<file path="src/pisv_pkg.sv">
/*
 peripheral interrupt source and vector map package: source indices, edge/level
 classes, vector slot addresses, input group widths and shared types.
 assumes nothing of its surroundings beyond a sv-2012 compiler.
*/
package pisv_pkg;

   // ---------------------------------------------------------------
   // source count and widths
   // ---------------------------------------------------------------
   localparam int NUM_SRC   = 22;
   localparam int VEC_W     = 16;
   localparam int LVL_W     = 3;
   localparam int IDX_W     = 5;

   // ---------------------------------------------------------------
   // input line counts per source group
   // ---------------------------------------------------------------
   localparam int TIN4_N    = 1;
   localparam int TIMER_IN_3_N    = 4;
   localparam int TIN2_N    = 4;
   localparam int TIN1_N    = 1;
   localparam int TOUT7_N   = 2;
   localparam int TOUT6_N   = 2;
   localparam int TOUT5_N   = 1;
   localparam int TOUT4_N   = 4;
   localparam int TOUT3_N   = 2;
   localparam int TOUT2_N   = 6;
   localparam int TOUT1_N   = 2;
   localparam int TOUT0_N   = 4;
   localparam int XFER_N    = 5;
   localparam int SER23_N   = 2;
   localparam int CAN_N     = 19;

   // ---------------------------------------------------------------
   // source indices in fixed priority order, 0 is highest
   // ---------------------------------------------------------------
   localparam logic [IDX_W-1:0] S_TIN4   = 5'h00;
   localparam logic [IDX_W-1:0] S_TIMER_IN_3   = 5'h01;
   localparam logic [IDX_W-1:0] S_TIN2   = 5'h02;
   localparam logic [IDX_W-1:0] S_TIN1   = 5'h03;
   localparam logic [IDX_W-1:0] S_TOUT7  = 5'h04;
   localparam logic [IDX_W-1:0] S_TOUT6  = 5'h05;
   localparam logic [IDX_W-1:0] S_TOUT5  = 5'h06;
   localparam logic [IDX_W-1:0] S_TOUT4  = 5'h07;
   localparam logic [IDX_W-1:0] S_TOUT3  = 5'h08;
   localparam logic [IDX_W-1:0] S_TOUT2  = 5'h09;
   localparam logic [IDX_W-1:0] S_TOUT1  = 5'h0a;
   localparam logic [IDX_W-1:0] S_TOUT0  = 5'h0b;
   localparam logic [IDX_W-1:0] S_XFER04 = 5'h0c;
   localparam logic [IDX_W-1:0] S_S1RX   = 5'h0d;
   localparam logic [IDX_W-1:0] S_S1TX   = 5'h0e;
   localparam logic [IDX_W-1:0] S_S0RX   = 5'h0f;
   localparam logic [IDX_W-1:0] S_S0TX   = 5'h10;
   localparam logic [IDX_W-1:0] S_ADC0   = 5'h11;
   localparam logic [IDX_W-1:0] S_XFER59 = 5'h12;
   localparam logic [IDX_W-1:0] S_SER23  = 5'h13;
   localparam logic [IDX_W-1:0] S_RTD    = 5'h14;
   localparam logic [IDX_W-1:0] S_CAN_CHANNEL0   = 5'h15;

   // ---------------------------------------------------------------
   // edge class mask, bit set means falling-edge recognized
   // ---------------------------------------------------------------
   localparam logic [NUM_SRC-1:0] EDGE_MASK = 22'h13e040;

   // ---------------------------------------------------------------
   // vector slot addresses (low 16 bits), indexed by source
   // ---------------------------------------------------------------
   localparam logic [NUM_SRC*VEC_W-1:0] VEC_TABLE = {
      16'h010c, 16'h00f0, 16'h00ec, 16'h00e8, 16'h00dc, 16'h00d8,
      16'h00d4, 16'h00d0, 16'h00cc, 16'h00c8, 16'h00c4, 16'h00c0,
      16'h00bc, 16'h00b8, 16'h00b4, 16'h00b0, 16'h00ac, 16'h00a8,
      16'h00a0, 16'h009c, 16'h0098, 16'h0094};

   localparam logic [VEC_W-1:0]   VEC_RESET = 16'h0000;
   localparam logic [NUM_SRC-1:0] FLAG_RESET = 22'h000000;

   // ---------------------------------------------------------------
   // grouped peripheral request lines, all active low
   // ---------------------------------------------------------------
   typedef struct packed {
      logic [TIN4_N-1:0]  timer_in_4_n;
      logic [TIMER_IN_3_N-1:0]  timer_in_3_n;
      logic [TIN2_N-1:0]  timer_in_2_n;
      logic [TIN1_N-1:0]  timer_in_1_n;
      logic [TOUT7_N-1:0] timer_out_7_n;
      logic [TOUT6_N-1:0] timer_out_6_n;
      logic [TOUT5_N-1:0] timer_out_5_n;
      logic [TOUT4_N-1:0] timer_out_4_n;
      logic [TOUT3_N-1:0] timer_out_3_n;
      logic [TOUT2_N-1:0] timer_out_2_n;
      logic [TOUT1_N-1:0] timer_out_1_n;
      logic [TOUT0_N-1:0] timer_out_0_n;
      logic [XFER_N-1:0]  xfer_0_4_n;
      logic               serial_ch1_rx_n;
      logic               serial_ch1_tx_n;
      logic               serial_ch0_rx_n;
      logic               serial_ch0_tx_n;
      logic               analog_converter0_n;
      logic [XFER_N-1:0]  xfer_5_9_n;
      logic [SER23_N-1:0] serial_ch2_3_n;
      logic               realtime_debug_unit_n;
      logic [CAN_N-1:0]   can_channel0_n;
   } pisv_lines_t;

   // ---------------------------------------------------------------
   // software write to a request flag
   // ---------------------------------------------------------------
   typedef struct packed {
      logic               en;
      logic [IDX_W-1:0]   idx;
      logic               value;
   } pisv_flag_wr_t;

endpackage

</file>
<file path="src/pisv_irq_map.sv">
/*
 pisv_irq_map: input stage and vector mapping of the peripheral interrupt unit.
 samples 70 grouped active-low request lines, keeps per-source request flags,
 resolves the fixed hardware order among equal priority levels and latches the
 winner's vector slot. assumes request lines are synchronous to core_clk_i and
 that priority levels and the accept strobe come from the priority/mask logic.
*/
// Operation
// RULE1 - edge sources set flag on falling edge
// RULE2 - level sources pend while line low
// RULE3 - software writes ignored for level sources
// RULE4 - 22 sources, each own vector slot
// RULE5 - analog converter0 one edge input
// RULE6 - serial ch0/1 transmit edge requests
// RULE7 - serial ch0/1 receive edge requests
// RULE8 - serial ch2/3 level, two inputs
// RULE9 - debug unit one edge request
// RULE10 - transfer engine two level groups, five
// RULE11 - can channel0 level, nineteen inputs combined
// RULE12 - timer output group5 single edge
// RULE13 - other timer output groups level combined
// RULE14 - timer input groups level combined
// RULE15 - timer inputs at 0x94 to 0xa0
// RULE16 - timer outputs at 0xa8 to 0xc4
// RULE17 - transfer, serial slots 0xc8 to 0xd8
// RULE18 - remaining slots 0xdc to 0x10c
// RULE19 - accept latches low 16 vector bits
// RULE20 - equal levels resolved by fixed order
// RULE21 - vector read clears edge flags only
// RULE22 - register lines before edge detection
`timescale 1ns/10ps
module pisv_irq_map #(
   parameter int NSRC = pisv_pkg::NUM_SRC
) (
   // clock and reset
   input  wire logic                                core_clk_i,
   input  wire logic                                nrst_i,
   // peripheral request lines
   input  wire pisv_pkg::pisv_lines_t               lines_n_i,
   // software access to request flags
   input  wire pisv_pkg::pisv_flag_wr_t             flag_wr_i,
   // priority levels, 3 bits per source
   input  wire logic [NSRC*pisv_pkg::LVL_W-1:0]     priority_level_i,
   // acceptance and vector register read
   input  wire logic                                accept_i,
   input  wire logic                                vector_rd_i,
   // results
   output logic      [NSRC-1:0]                     request_flag_o,
   output logic                                     sel_valid_o,
   output logic      [pisv_pkg::IDX_W-1:0]          sel_idx_o,
   output logic      [pisv_pkg::LVL_W-1:0]          sel_level_o,
   output logic      [pisv_pkg::VEC_W-1:0]          vector_register_o
);

   // ---------------------------------------------------------------
   // helpers
   // ---------------------------------------------------------------
   function automatic logic any_low(input logic [31:0] v, input int n);
      logic r;
      r = 1'b0;
      for (int i = 0; i < n; i++)
         r = r | ~v[i];
      return r;
   endfunction

   // ---------------------------------------------------------------
   // line combining, one active-high request per source
   // ---------------------------------------------------------------
   pisv_pkg::pisv_lines_t l;
   assign l = lines_n_i;

   wire logic [NSRC-1:0] req_raw;
   assign req_raw[pisv_pkg::S_TIN4]   = any_low(32'(l.timer_in_4_n), pisv_pkg::TIN4_N); // RULE14
   assign req_raw[pisv_pkg::S_TIMER_IN_3]   = any_low(32'(l.timer_in_3_n), pisv_pkg::TIMER_IN_3_N); // RULE14
   assign req_raw[pisv_pkg::S_TIN2]   = any_low(32'(l.timer_in_2_n), pisv_pkg::TIN2_N); // RULE14
   assign req_raw[pisv_pkg::S_TIN1]   = any_low(32'(l.timer_in_1_n), pisv_pkg::TIN1_N); // RULE14
   assign req_raw[pisv_pkg::S_TOUT7]  = any_low(32'(l.timer_out_7_n), pisv_pkg::TOUT7_N); // RULE13
   assign req_raw[pisv_pkg::S_TOUT6]  = any_low(32'(l.timer_out_6_n), pisv_pkg::TOUT6_N); // RULE13
   assign req_raw[pisv_pkg::S_TOUT5]  = ~l.timer_out_5_n[0]; // RULE12
   assign req_raw[pisv_pkg::S_TOUT4]  = any_low(32'(l.timer_out_4_n), pisv_pkg::TOUT4_N); // RULE13
   assign req_raw[pisv_pkg::S_TOUT3]  = any_low(32'(l.timer_out_3_n), pisv_pkg::TOUT3_N); // RULE13
   assign req_raw[pisv_pkg::S_TOUT2]  = any_low(32'(l.timer_out_2_n), pisv_pkg::TOUT2_N); // RULE13
   assign req_raw[pisv_pkg::S_TOUT1]  = any_low(32'(l.timer_out_1_n), pisv_pkg::TOUT1_N); // RULE13
   assign req_raw[pisv_pkg::S_TOUT0]  = any_low(32'(l.timer_out_0_n), pisv_pkg::TOUT0_N); // RULE13
   assign req_raw[pisv_pkg::S_XFER04] = any_low(32'(l.xfer_0_4_n), pisv_pkg::XFER_N); // RULE10
   assign req_raw[pisv_pkg::S_S1RX]   = ~l.serial_ch1_rx_n; // RULE7
   assign req_raw[pisv_pkg::S_S1TX]   = ~l.serial_ch1_tx_n; // RULE6
   assign req_raw[pisv_pkg::S_S0RX]   = ~l.serial_ch0_rx_n; // RULE7
   assign req_raw[pisv_pkg::S_S0TX]   = ~l.serial_ch0_tx_n; // RULE6
   assign req_raw[pisv_pkg::S_ADC0]   = ~l.analog_converter0_n; // RULE5
   assign req_raw[pisv_pkg::S_XFER59] = any_low(32'(l.xfer_5_9_n), pisv_pkg::XFER_N); // RULE10
   assign req_raw[pisv_pkg::S_SER23]  = any_low(32'(l.serial_ch2_3_n), pisv_pkg::SER23_N); // RULE8
   assign req_raw[pisv_pkg::S_RTD]    = ~l.realtime_debug_unit_n; // RULE9
   assign req_raw[pisv_pkg::S_CAN_CHANNEL0]   = any_low(32'(l.can_channel0_n), pisv_pkg::CAN_N); // RULE11

   // ---------------------------------------------------------------
   // sampled request level and its previous value
   // ---------------------------------------------------------------
   logic [NSRC-1:0] req_ff;
   logic [NSRC-1:0] req_d_ff;

   always_ff @(posedge core_clk_i or negedge nrst_i) begin
      if (!nrst_i) begin
         req_ff   <= '0;
         req_d_ff <= '0;
      end else begin
         req_ff   <= req_raw; // RULE22
         req_d_ff <= req_ff; // RULE22
      end
   end

   wire logic [NSRC-1:0] fall_evt;
   assign fall_evt = req_ff & ~req_d_ff; // RULE1

   // ---------------------------------------------------------------
   // source currently latched in the vector register
   // ---------------------------------------------------------------
   logic                        held_valid_ff;
   logic [pisv_pkg::IDX_W-1:0]  held_idx_ff;

   // ---------------------------------------------------------------
   // per-source request flags
   // ---------------------------------------------------------------
   logic [NSRC-1:0] flag_ff;
   logic [NSRC-1:0] nxt_flag;

   genvar g;
   generate
      for (g = 0; g < NSRC; g++) begin : g_src
         if (pisv_pkg::EDGE_MASK[g]) begin : g_edge
            wire logic sw_hit;
            wire logic rd_clr;
            assign sw_hit = flag_wr_i.en && (int'(flag_wr_i.idx) == g);
            // software clear and vector-read clear win over a same-cycle set
            assign rd_clr = vector_rd_i && held_valid_ff && (int'(held_idx_ff) == g); // RULE21
            assign nxt_flag[g] = sw_hit ? flag_wr_i.value :
                                 rd_clr ? 1'b0 :
                                 (flag_ff[g] | fall_evt[g]); // RULE1
         end else begin : g_level
            assign nxt_flag[g] = req_ff[g]; // RULE2 RULE3
         end
      end
   endgenerate

   always_ff @(posedge core_clk_i or negedge nrst_i) begin
      if (!nrst_i)
         flag_ff <= pisv_pkg::FLAG_RESET;
      else
         flag_ff <= nxt_flag;
   end

   // ---------------------------------------------------------------
   // resolution: lowest level wins, ties to the lower index
   // ---------------------------------------------------------------
   logic                       win_valid;
   logic [pisv_pkg::IDX_W-1:0] win_idx;
   logic [pisv_pkg::LVL_W-1:0] win_lvl;

   always_comb begin
      logic [pisv_pkg::LVL_W-1:0] lv;
      lv        = '0;
      win_valid = 1'b0;
      win_idx   = '0;
      win_lvl   = '1;
      // scan from lowest priority upward so non-strict compare hands ties to the lower index
      for (int i = NSRC - 1; i >= 0; i--) begin
         lv = priority_level_i[i*pisv_pkg::LVL_W +: pisv_pkg::LVL_W];
         if (flag_ff[i] && (lv != 3'h7) && (!win_valid || lv <= win_lvl)) begin // RULE20
            win_valid = 1'b1;
            win_idx   = pisv_pkg::IDX_W'(i);
            win_lvl   = lv;
         end
      end
   end

   always_ff @(posedge core_clk_i or negedge nrst_i) begin
      if (!nrst_i) begin
         sel_valid_o <= 1'b0;
         sel_idx_o   <= '0;
         sel_level_o <= '1;
      end else begin
         sel_valid_o <= win_valid;
         sel_idx_o   <= win_idx;
         sel_level_o <= win_lvl;
      end
   end

   // ---------------------------------------------------------------
   // acceptance: latch source and its vector slot
   // ---------------------------------------------------------------
   wire logic take;
   assign take = accept_i && sel_valid_o;

   always_ff @(posedge core_clk_i or negedge nrst_i) begin
      if (!nrst_i) begin
         held_valid_ff <= 1'b0;
         held_idx_ff   <= '0;
      end else if (take) begin
         held_valid_ff <= 1'b1;
         held_idx_ff   <= sel_idx_o;
      end else if (vector_rd_i) begin
         held_valid_ff <= 1'b0;
      end
   end

   pisv_vec_rom #(
      .DEPTH (NSRC),
      .W     (pisv_pkg::VEC_W)
   ) u_rom (
      .core_clk_i (core_clk_i),
      .nrst_i     (nrst_i),
      .rd_en_i    (take), // RULE19 RULE4 RULE15 RULE16 RULE17 RULE18
      .rd_idx_i   (sel_idx_o),
      .rd_data_o  (vector_register_o)
   );

   always_ff @(posedge core_clk_i or negedge nrst_i) begin
      if (!nrst_i)
         request_flag_o <= pisv_pkg::FLAG_RESET;
      else
         request_flag_o <= nxt_flag;
   end

endmodule

</file>
<file path="src/pisv_vec_rom.sv">
/*
 pisv_vec_rom: constant vector slot table, registered read data.
 assumes the index is below the source count; others read as zero.
*/
`timescale 1ns/10ps
module pisv_vec_rom #(
   parameter int DEPTH = pisv_pkg::NUM_SRC,
   parameter int W     = pisv_pkg::VEC_W
) (
   // clock and reset
   input  wire logic                     core_clk_i,
   input  wire logic                     nrst_i,
   // read port
   input  wire logic                     rd_en_i,
   input  wire logic [pisv_pkg::IDX_W-1:0] rd_idx_i,
   output logic      [W-1:0]             rd_data_o
);

   wire logic [W-1:0] word;
   assign word = (int'(rd_idx_i) < DEPTH) ?
                 pisv_pkg::VEC_TABLE[rd_idx_i*W +: W] : '0;

   always_ff @(posedge core_clk_i or negedge nrst_i) begin
      if (!nrst_i)
         rd_data_o <= pisv_pkg::VEC_RESET;
      else if (rd_en_i)
         rd_data_o <= word;
   end

endmodule

</file>
<file path="config.mk">
export PLATFORM = sky130hd
export DESIGN_NAME = pisv_irq_map
export DESIGN_NICKNAME = d
export VERILOG_FILES = /design/src/pisv_pkg.sv /design/src/pisv_irq_map.sv /design/src/pisv_vec_rom.sv
export SDC_FILE = /design/constraint.sdc
export NUM_CORES = 1
export LEC_CHECK = 0
export BUFFER_PORTS_ARGS = -buffer_cell sky130_fd_sc_hd__buf_4
export CELL_PAD_IN_SITES_DETAIL_PLACEMENT = 1
export CELL_PAD_IN_SITES_GLOBAL_PLACEMENT = 2
export CORE_MARGIN = 2
export CORE_UTILIZATION = 27
export DETAILED_ROUTE_END_ITERATION = 16
export PLACE_DENSITY = 0.85
export SYNTH_ARGS = -nofsm -noshare
export SYNTH_HDL_FRONTEND = slang
export SYNTH_SLANG_ARGS = --single-unit
</file>
<file path="constraint.sdc">
create_clock -name core_clk_i -period 26.2 [get_ports core_clk_i]
set_input_delay 3.93 -clock core_clk_i [delete_from_list [all_inputs] [get_ports core_clk_i]]
set_output_delay 3.93 -clock core_clk_i [all_outputs]
set_load 0.05 [all_outputs]
</file>
; ---- Word level (Yosys, flattened, before mapping)
; Cells that the tools add are included.
[op_classes]
n_eq_ne = 36
n_shift = 1
n_bitwise = 127
n_mux = 83
order_cmp = 22
reduce_logical = 102
[ops]
columns = operator, n
row1 = variable part select 352 x 10 -> 16 bit (first input constant), 1
row2 = two-way mux 5 bit, 22
row3 = NOT 1 bit, 70
row4 = two-way mux 3 bit, 22
row5 = inequality test 3 bit (second input constant), 22
row6 = <= comparator 3 bit, 21
row7 = equality test 5 bit (second input constant), 12
row8 = logical AND 1 bit, 59
row9 = OR 1 bit, 55
row10 = two-way mux 1 bit, 38
row11 = AND 21 bit, 1
row12 = zero test 1 bit, 21
row13 = logical OR 1 bit, 21
row14 = NOT 21 bit, 1
row15 = two-way mux 16 bit, 1
row16 = equality test 5 x 4 -> 1 bit (second input constant), 2
row17 = less-than comparator 5 bit (second input constant), 1
row18 = nonzero test 2 bit, 1
[word_totals]
ff_bits = 96

; ---- Logic depth before layout (Yosys ltp)
; Gate-level depths: netlist of run 1.
[logic_depth]
word_depth = 87
depth_mapped = 166

; ---- Cells and area by module
; Synthesis of run 1 repeated with hierarchy kept, for this count alone.
[unflattened]
cells_unflattened = 779
area_unflattened_um2 = 6511.2
[modules_own_cells]
columns = module, n_inst, area_per_inst_um2, cells_each
row1 = pisv_irq_map, 1, 5855.6, 707
row2 = pisv_vec_rom, 1, 655.6, 72

; ---- Least setup slack after synthesis of run 1
; OpenSTA, ideal clock, no wires.
[synth_timing]
kind = input to register
start = in priority_level_i[65] (netlist bit)
end = reg sel_level_o[2] (netlist bit)
t_required_ps = 26122
path_buffers = 2
cell_stages = 158
slack_ps = -4921
setup_ps = 78
arrival_time_ps = 31043
path_cell_list = nor2b_1 -> ha_1 -> and3b_1 -> o21ai_0 -> mux2i_1 -> nor2_1 -> ha_1 -> nand3_1 -> o21ai_0 -> o311a_1 -> o32ai_1 -> ha_1 -> and3_1 -> a221oi_1 -> or2_2 -> mux2i_1 -> inv_1 -> ha_1 -> [122 not listed] -> nand2_1 -> o21ai_1 -> inv_2 -> ha_1 -> nor2b_1 -> o21ai_0 -> nand2b_1 -> a31oi_1 -> nand2_1 -> a21bo_1 -> ha_1 -> inv_1 -> a21o_1 -> a21oi_1 -> a31oi_1 -> a21oi_1 -> mux2_2 -> a31o_1
[synth_between]
elab_chain_cells = 87
word_cells_on_any_way = 129
classes_between = order compare (21) / eq/ne (1) / mux (43) / reduce/logical (64)
[synth_rtl]
columns = item, line
row1 = start: declaration, pisv_irq_map.sv:43  ; input wire logic [NSRC*pisv_pkg::LVL_W-1:0] priority_level_i,
row2 = inequality test 3 bit, pisv_irq_map.sv:168  ; if (flag_ff[i] && (lv != 3'h7) && (!win_valid || lv <= win_lvl)) begin
row3 = logical AND 1 bit, pisv_irq_map.sv:168
row4 = two-way mux 3 bit or two-way mux 1 bit (tied branches), pisv_irq_map.sv:168
row5 = <= comparator 3 bit or zero test 1 bit (tied branches), pisv_irq_map.sv:168
row6 = logical OR 1 bit, pisv_irq_map.sv:168
row7 = logical AND 1 bit, pisv_irq_map.sv:168
row8 = two-way mux 3 bit or two-way mux 1 bit (tied branches), pisv_irq_map.sv:168
row9 = <= comparator 3 bit or zero test 1 bit (tied branches), pisv_irq_map.sv:168
row10 = [72 not listed], --
row11 = logical OR 1 bit, pisv_irq_map.sv:168
row12 = logical AND 1 bit, pisv_irq_map.sv:168
row13 = two-way mux 3 bit or two-way mux 1 bit (tied branches), pisv_irq_map.sv:168
row14 = <= comparator 3 bit or zero test 1 bit (tied branches), pisv_irq_map.sv:168
row15 = logical OR 1 bit, pisv_irq_map.sv:168
row16 = logical AND 1 bit, pisv_irq_map.sv:168
row17 = two-way mux 3 bit (*), pisv_irq_map.sv:168
row18 = "named net win_lvl, one bit", pisv_irq_map.sv:157  ; logic [pisv_pkg::LVL_W-1:0] win_lvl;
row19 = end signal: assignment, pisv_irq_map.sv:184  ; sel_level_o <= win_lvl;
row20 = end: declaration, pisv_irq_map.sv:51  ; output logic [pisv_pkg::LVL_W-1:0] sel_level_o,
; Mark *: on every way through the listed nets, which the timed path passes. The rest lies on a longest branch.
; A chain may end at the register's enable or synchronous reset.

; ---- Worst setup path after layout of run 1
[layout_timing]
start = in priority_level_i[63] (netlist bit)
end = reg sel_level_o[2] (netlist bit)
; The elaborated chain is that of the path after synthesis.

==> run summary, run 1 <==
The flow ran to the end, but the final reports show violations. The final reports fail on setup timing. After Yosys synthesis, XOR and XNOR cells account for 0% of the synthesized area. STA classifies the critical path endpoint as a flip-flop. The number of clock sinks seen by CTS came out at 73. By area, the combinational part of the netlist is dominated by compound AO/OA/AOI/OAI gates. For this run, the detailed router's first-pass iteration total came to 5.

The total overflow left after global routing is 0. The setup violation total in the final timing report is 8, and the number of enable-type register cells in the synthesized netlist is 0. In the layout the commonest cells are 420 x sky130_fd_sc_hd__buf_4, 72 x sky130_fd_sc_hd__nand2_1, 70 x sky130_fd_sc_hd__dfrtp_1. The count of antenna-violating nets left after detailed routing is 0, and the area of the mapped netlist is 6480 sq um. The H-tree was split into 3 levels.

The share of post-route cells with drive strength above 1 is 53.9%, and the share of synthesized cell area in full adder, half adder and majority cells is 13.7%. The tool flagged a number of max-cap violations equal to 0. The die span in x is 159 um, and the hold violation count in the final report is 0. The worst setup path is of the primary input to flip-flop kind.

In this run the register-to-register setup slack is -1.38 ns. The number of antenna violations at the first check in global routing was 1; the floorplan die area was 25200 sq um. Detailed placement ended at an HPWL of 20.5 mm.

The total met2 wirelength after detailed routing is 15.6 mm, and the placement row count is 56. The logs give 30.3 mm for the routed wire length and 2 for the number of buffers on the longest clock path. The tree is rooted in a sky130_fd_sc_hd__clkbuf_16.

The tools report the relative slew slack as 34.2%. At the worst endpoint, the required time is 26.47 ns. The tools report the number of global-route vias before repair as 8554.

Detailed routing inserted a total of 7998 vias. For this block, the initial DRC count from the detailed router was 338. The share of async-settable or async-resettable flops after synthesis works out to 100%.

The capture instance of the worst register-to-register path was sel_level_o[2]. Counting cells, the worst reg-to-reg path comes to 159. Clock-pin slew was measured on the worst setup and hold paths at 0.06 ns.

Hold repair after CTS inserted 0 buffers. The leading area contributor after synthesis was sky130_fd_sc_hd__dfrtp_1. Actual transition at the worst max-transition pin: 0.988 ns. Dividing the detail-routed via count by the number of cells gives 5.20. The fraction of the cycle the final worst path needs was 117%. The master of the slowest instance on the critical path is sky130_fd_sc_hd__o311a_4. For this run, the number of Yosys warnings is 0. Of the synthesized area, sequential elements account for 28.3%. The final worst clock skew was 0.0118 ns. The number of design rule violations left after detail routing is 0, and the wire length on met1 is 12.9 mm. The fraction of the mapped netlist area in compound gates came out at 24.6%. Measured against the total synthesized area, the mux share comes to 3.82%. Summing the areas of all and, or, nand and nor instances in the mapped netlist gives 22.2% of the synthesized area.

TritonCTS built the clock tree. The top cell type's share of synthesized area came out at 27.0%. After detailed routing, no signal wire sits above met4.

The tools report the post-route worst setup slack as -4.48 ns. Setup repair after global routing could not meet its margin everywhere. The tools report the clock latency reported for the late side of the worst-skew pair as 0.34 ns. The tools report the arrival time of the worst setup path as 30.95 ns. Entering global routing, the biggest net connects 74 pins. Prevailing post-synth register cell: sky130_fd_sc_hd__dfrtp_1.

The time the final worst path needs with I/O delays and setup is 30.68 ns, and the number of top-level pins is 194. By area the synthesized netlist is led by sky130_fd_sc_hd__dfrtp_1 27%, sky130_fd_sc_hd__ha_1 14%, sky130_fd_sc_hd__nand2_1 4.8%. For this configuration, the core starts out at a cell density of 27.5%. The final number of max-transition violations was 0. After technology mapping, the gate count stands at 789. CTS buffer count: 9.

The most prevalent standard cell on the critical path was sky130_fd_sc_hd__o21ai_2. The biggest fanout along the worst timing path was 6. Count of input and output buffers: 184. The worst hold path endpoint is request_flag_o[0]. Counting instances, the worst hold path has a depth of 0. The congestion estimate from routability-driven global placement came to 0.868.

In this run the mean area of a mapped cell was 8.21 sq um. Summed over all nets, wire length on met3 after detailed routing comes to 913 um. Count of different cell masters after synthesis: 81. In this run the most critical hold path is launched from req_ff[0]. The worst min-delay path category was flip-flop to flip-flop. The floorplan step defined a core boundary enclosing 23500 sq um. The routed wirelength normalized by instance count works out to 19.7 um. In this run the critical register-to-register path is launched from request_flag_o[21]. Kind of launch point of the worst setup path: a primary input. The register bit count reported by yosys came out at 73. The die is 159 um tall. The run gives 44.3 mm as the wire length of the first global-routing pass.

The area growth from synthesis to layout is 79.3%. In the global route stage, overall resource usage came out at 21.4%. Based on the critical path, the design can be clocked at up to 0.0326 GHz.

For this run, the post-layout net count is 1431. The most common library cell in the layout ignoring fill and taps is sky130_fd_sc_hd__buf_4. The longest individual stage delay on the worst path is 0.40 ns. Post-route setup TNS: -35.19 ns.
## flip-flops by register name, indices dropped and copies added, names as in the netlist
register and cells:
sel_valid_o 1, request_flag_o 22, sel_idx_o 5, held_valid_ff 1
u_rom.rd_data_o 7, req_ff 22, sel_level_o 3, req_d_ff 7
held_idx_ff 5
## critical path: cells and delay by family
family | cells | cell delay, ns
simple gates | 44 | 6.18
compound gates | 82 | 13.33
buf+inv | 10 | 1.30
mux | 3 | 0.85
fa+ha+maj | 21 | 5.33
## layout make-up
cell class,instances,area (sq um)
well taps,319,399
diodes,1,2.50
repair buffers,439,3380
inverters,71,267
multi-input cells,619,5420
flip-flops and latches,73,1830
fillers,2722,11900
clock inverters,6,72.6
clock buffers,10,239
## kinds of logic (layout without fill, tap and decap cells)
family                     count (synthesis)  in the layout
other                                      1             10
DFF                                       73             73
adders and majority gates                 71             71
buffers and inverters                    105            526
muxes                                     23             23
AOI/OAI and AO/OA                        233            233
and+or+nand+nor                          283            283
## synthesized netlist by cell type, types with 7 or more instances
master and number:
sky130_fd_sc_hd__a211oi_1 7, sky130_fd_sc_hd__a21o_1 11, sky130_fd_sc_hd__a21oi_1 40, sky130_fd_sc_hd__a22oi_1 7, sky130_fd_sc_hd__a31oi_1 19, sky130_fd_sc_hd__a32oi_1 8
sky130_fd_sc_hd__and2_1 10, sky130_fd_sc_hd__and3_1 12, sky130_fd_sc_hd__buf_4 23, sky130_fd_sc_hd__clkbuf_1 10, sky130_fd_sc_hd__dfrtp_1 70, sky130_fd_sc_hd__ha_1 71
sky130_fd_sc_hd__inv_1 70, sky130_fd_sc_hd__mux2_2 9, sky130_fd_sc_hd__mux2i_1 12, sky130_fd_sc_hd__nand2_1 83, sky130_fd_sc_hd__nand2b_1 12, sky130_fd_sc_hd__nand3_1 42
sky130_fd_sc_hd__nand4_1 16, sky130_fd_sc_hd__nor2_1 47, sky130_fd_sc_hd__nor2b_1 25, sky130_fd_sc_hd__nor3_1 8, sky130_fd_sc_hd__o21a_1 8, sky130_fd_sc_hd__o21ai_0 47
sky130_fd_sc_hd__o21ai_1 11, sky130_fd_sc_hd__o21bai_1 7
## what timing repair did
action,in CTS,in global routing
setup endpoints to repair,8,8
hold endpoints to repair,0,0
buffers inserted,77,38
pin swaps,91,125
gates cloned,0,0
resized for setup,94,103
## per-layer routing
layer | vias to the layer above | GRT usage, %
li1 | 3717 | -
met3 | 64 | 2.12
met5 | - | 0
met2 | 196 | 38.3
met4 | 0 | 7.85
met1 | 4021 | 26.6
## through the flow
step | hold slack, ns | util [%] | std cells | area, sq um | worst slack, ns
2_1_floorplan | 0.331 | - | 797 | 6770 | -2.75
3_3_place_gp | 0.332 | 40.0 | 1411 | 9410 | -3.47
3_5_place_dp | 0.336 | 40.0 | 1411 | 9410 | -4.60
4_1_cts | 0.350 | 45.7 | 1500 | 10800 | -3.39
5_1_grt | 0.356 | 49.3 | 1538 | 11600 | -5.84
6_report | 0.349 | 49.3 | 1538 | 11600 | -4.48
## how the worst max path moves through the flow
| stage | cells after the start | endpoint | start | slack [ns] |
|---|---|---|---|---|
| after floorplan | 158 | sel_level_o[2] | priority_level_i[65] | -2.75 |
| after global placement | 153 | sel_level_o[2] | priority_level_i[65] | -3.47 |
| after detailed placement | 158 | sel_level_o[2] | priority_level_i[64] | -4.60 |
| after CTS | 155 | sel_level_o[0] | priority_level_i[65] | -3.39 |
| after global routing | 161 | sel_level_o[2] | priority_level_i[65] | -5.84 |
| final | 160 | sel_level_o[2] | priority_level_i[63] | -4.48 |
Power of run 1 is not shown: default switching activity piles up to over one toggle a cycle in this logic, so the estimate is an artifact.
==> inputs of run 2 (changes only) <==
ABC_AREA = 1   (was unset)
CORE_UTILIZATION = 26   (was 27)
==> run 2 against run 1 <==
Net effect:
- the run now ends clean
- via count decreased by 11%
- global-route usage down 4.8 points
- fmax rose by 17%
- sequential share of layout area up 0.59 points
- clock skew rose by 0.0018 ns
- utilization is 3.4 points lower
- register-to-register slack gained 4.8 ns
- worst setup slack improved by 4.6 ns
- worst hold slack worse by 0.0010 ns
- non-clock buffer count fell by 68
- flip-flop and latch count did not move
- critical endpoint is now sel_idx_o[3]
==> run summary, run 2 <==
The congestion estimate from routability-driven global placement came to 0.821. The clock-pin slew reported for the worst setup and hold paths after clock tree synthesis came out at 0.07 ns. The setup check on the worst reg-to-reg path leaves a slack of 3.40 ns. The first global-routing pass estimated 35.2 mm of wire.

Prevailing post-synth register cell: sky130_fd_sc_hd__dfrtp_1. Of all flip-flops after synthesis, the portion carrying an async set or reset was 100%. The net count of the finished layout is 1436. TritonCTS built the clock tree. The most common library cell in the layout ignoring fill and taps was sky130_fd_sc_hd__buf_4. The number of clock sinks seen by CTS was 73. In the post-synthesis netlist, the biggest area contributors are sky130_fd_sc_hd__dfrtp_1 27%, sky130_fd_sc_hd__ha_1 14%, sky130_fd_sc_hd__nand2_1 10%. Final hold analysis gives a worst-case slack of 0.348 ns. In the final routed layout, each cell accounts on average for 15.7 um. During I/O placement, the number of pins put on the boundary was 194. The sequential cells in the finished layout cover a total of 1830 sq um. The total number of yosys warnings came out at 0. The number of antenna diodes in the final layout is 0. The run gives 47 as the count of different cell masters after synthesis. The capture instance of the worst register-to-register path is sel_idx_o[3]. Summing every instance area after synthesis gives 6470 sq um. Type of element capturing the critical path: a flip-flop. For the pin with the worst max-slew slack, the measured transition is 0.980 ns. The commonest cells after synthesis are 173 x sky130_fd_sc_hd__nand2_1, 142 x sky130_fd_sc_hd__inv_1, 71 x sky130_fd_sc_hd__ha_1.

In this run the critical register-to-register path is launched from request_flag_o[21]. Measured along the y axis, the die boundary spans 162 um. Of the total synthesized cell area, the portion taken by AND, OR, NAND and NOR gates is 33.0%. The run gives 2 as the number of buffers on the longest clock path. The cell family contributing the most delay on the critical path is simple AND/OR/NAND/NOR gates.

Setup violations remaining at the end of the flow were counted as 0. The number of hold buffers added after CTS was 0. Summed over its instances, the top area cell type makes up 27.1% of the synthesized netlist area.

The fraction of the mapped netlist area in compound gates came out at 12.4%. The most prevalent standard cell on the critical path is sky130_fd_sc_hd__nand2_2. The placement row count was 57; the final worst clock skew was 0.0136 ns. Fraction of the cycle the final worst path needs: 99.7%. The tools report the kind of launch point of the worst setup path as a primary input. The sum of buffers and inverters on the critical path was 33; the required arrival time at the worst endpoint was 26.45 ns.

For the routed wire length, the log shows 24.3 mm. Data arrives at the worst endpoint at 26.37 ns. Of the post-synthesis cell area, the part taken by muxes is 0%.

The most numerous cell in the Yosys netlist is sky130_fd_sc_hd__nand2_1. The final number of max-transition violations came out at 0. For this run, the top clock speed supported by timing is 0.0383 GHz.

The via density per instance works out to 4.58. The signed area change from the synthesized netlist to the final layout was 72.9%. Setup repair after global routing could not meet its margin everywhere. The number of global-route vias before repair came out at 7385. The synthesized netlist devotes 13.7% of its cell area to adder and majority cells. For the floorplan die area, the log shows 26200 sq um. The critical path launch point is priority_level_i[64]. The count of antenna-violating nets left after detailed routing was 0. In the routed design, unresolved DRC markers number 0. After filler insertion, the fill cell instance count of the layout stands at 2902.

After Yosys synthesis, XOR and XNOR cells account for 0% of the synthesized area. The count of input and output buffers works out to 184. The master of the slowest instance on the critical path is sky130_fd_sc_hd__ha_1.

The number of violations reported at the end of detailed-routing iteration 0 was 133; the footprint of the multi-input gates was 5120 sq um. Global routing used 16.6% of the available tracks. The critical path crosses 185 cells after its start point. The length in cells of the worst reg-to-reg path was 183; the number of violations of the max-capacitance limit was 0. The count of vias placed by the detailed router was 7086. The hold violation count in the final report is 0. The CTS buffer count was 9; the worst hold path stage count was 0. The die span in x works out to 162 um. The longest individual stage delay on the worst path was 0.32 ns; the biggest fanout along the worst timing path was 5. The tools report the number of antenna violations at the first check in global routing as 0. Clock latency reported for the late side of the worst-skew pair: 0.34 ns. In this run the tightest slew margin relative to its limit is 34.7%. The path class of the tightest hold or removal check is flip-flop to flip-flop. The library cells used most frequently in the layout, excluding fill and tap cells, are 352 x sky130_fd_sc_hd__buf_4, 121 x sky130_fd_sc_hd__inv_1, 96 x sky130_fd_sc_hd__nand2_1. The largest registers in the layout are req_ff x22, request_flag_o x22. The post-route netlist has 58.2% of its cells at a drive strength greater than 1.

The core region is 24400 sq um. Sequential elements use 28.3% of the synthesized area. The first detailed-routing pass took 4 iterations.

The HPWL reported at the end of detailed placement is 18.1 mm. The main combinational cell family by area after synthesis is simple AND/OR/NAND/NOR gates. The worst hold path startpoint was req_ff[0].

For this run the aggregate overflow at the end of global routing stands at 0. The tools report the gate count after technology mapping as 853. Measured on the finished design, the core utilization comes to 45.9%.

Entering global routing, the biggest net connects 74 pins. After layout, the minimum clock period comes to 26.12 ns. Of all cell types, the one taking the most synthesized area is sky130_fd_sc_hd__dfrtp_1.

In this run the clock root is driven by a sky130_fd_sc_hd__clkbuf_16. Each instance of the synthesized netlist takes up on average 7.59 sq um. The run gives 3 as the H-tree level count. Type of the worst setup path: primary input to flip-flop. End point of the critical path: sel_idx_o[3]. The flow ran to the end, and the final reports show no timing, DRC or antenna violations. The synthesized design contains 0 enable-type register cells. After synthesis the netlist holds a flip-flop and latch count of 73. The initial standard-cell utilization of the core was 26.5%.
[run 2: cell count changes in the layout (fill, tap and decap cells not counted), sizes merged, moves of 16 or more]
cell   delta
nand2   +105
inv      +94
buf      -68
nand3    +60
o21ai    -28
nor2b    -26
a21oi    -21
and2     +16
o31ai    +16
[run 2: cell families (layout without fill, tap and decap cells)]
| family | count (synthesis) | count (layout) |
|---|---|---|
| AO/OA/AOI/OAI | 112 | 112 |
| adder cells (fa/ha/maj) | 71 | 71 |
| buffers and inverters | 193 | 555 |
| flip-flops | 73 | 73 |
| other | 1 | 9 |
| AND/OR/NAND/NOR | 403 | 403 |
[run 2: worst min path at each step]
stage / end / slack [ns]
6_report: request_flag_o[0] / 0.35
5_1_grt: request_flag_o[8] / 0.36
4_1_cts: request_flag_o[0] / 0.35
3_5_place_dp: request_flag_o[18] / 0.34
3_3_place_gp: request_flag_o[5] / 0.33
2_1_floorplan: request_flag_o[0] / 0.33
[run 2: cell type report]
type | instances | share of cell area, %
repair buffers | 371 | 25.5
flip-flops and latches | 73 | 16.4
well taps | 324 | 3.62
clock inverters | 7 | 0.749
multi-input cells | 595 | 45.8
clock buffers | 9 | 2.01
inverters | 168 | 5.98
[run 2: metrics by stage]
stage                     worst slack (ns)  setup TNS, ns  cell area, sq um  cells
after detailed placement             -1.31         -10.08              9180   1486
final                               0.0753              0             11200   1547
after CTS                           0.0251              0              9790   1514
after global placement              -0.150         -0.709              9180   1486
after global routing                 -1.39         -10.52             11200   1547
after floorplan                      0.925              0              6500    861
[run 2: what timing repair did]
action / 4_1_cts / 5_1_grt
resized for setup: 47 / 258
pin swaps: 22 / 159
buffers inserted: 12 / 33
cloned: 0 / 0
setup endpoints to repair: 8 / 8
[run 2: layer usage]
layer	vias to the layer above	share of wire, %	global-route usage, %
li1	3505	-	-
met1	3425	41	19.8
met2	143	55	31.0
met3	13	3.5	2.94
met4	0	0.94	3.30
met5	-	0	0
Power of run 2 is left out for the same reason.
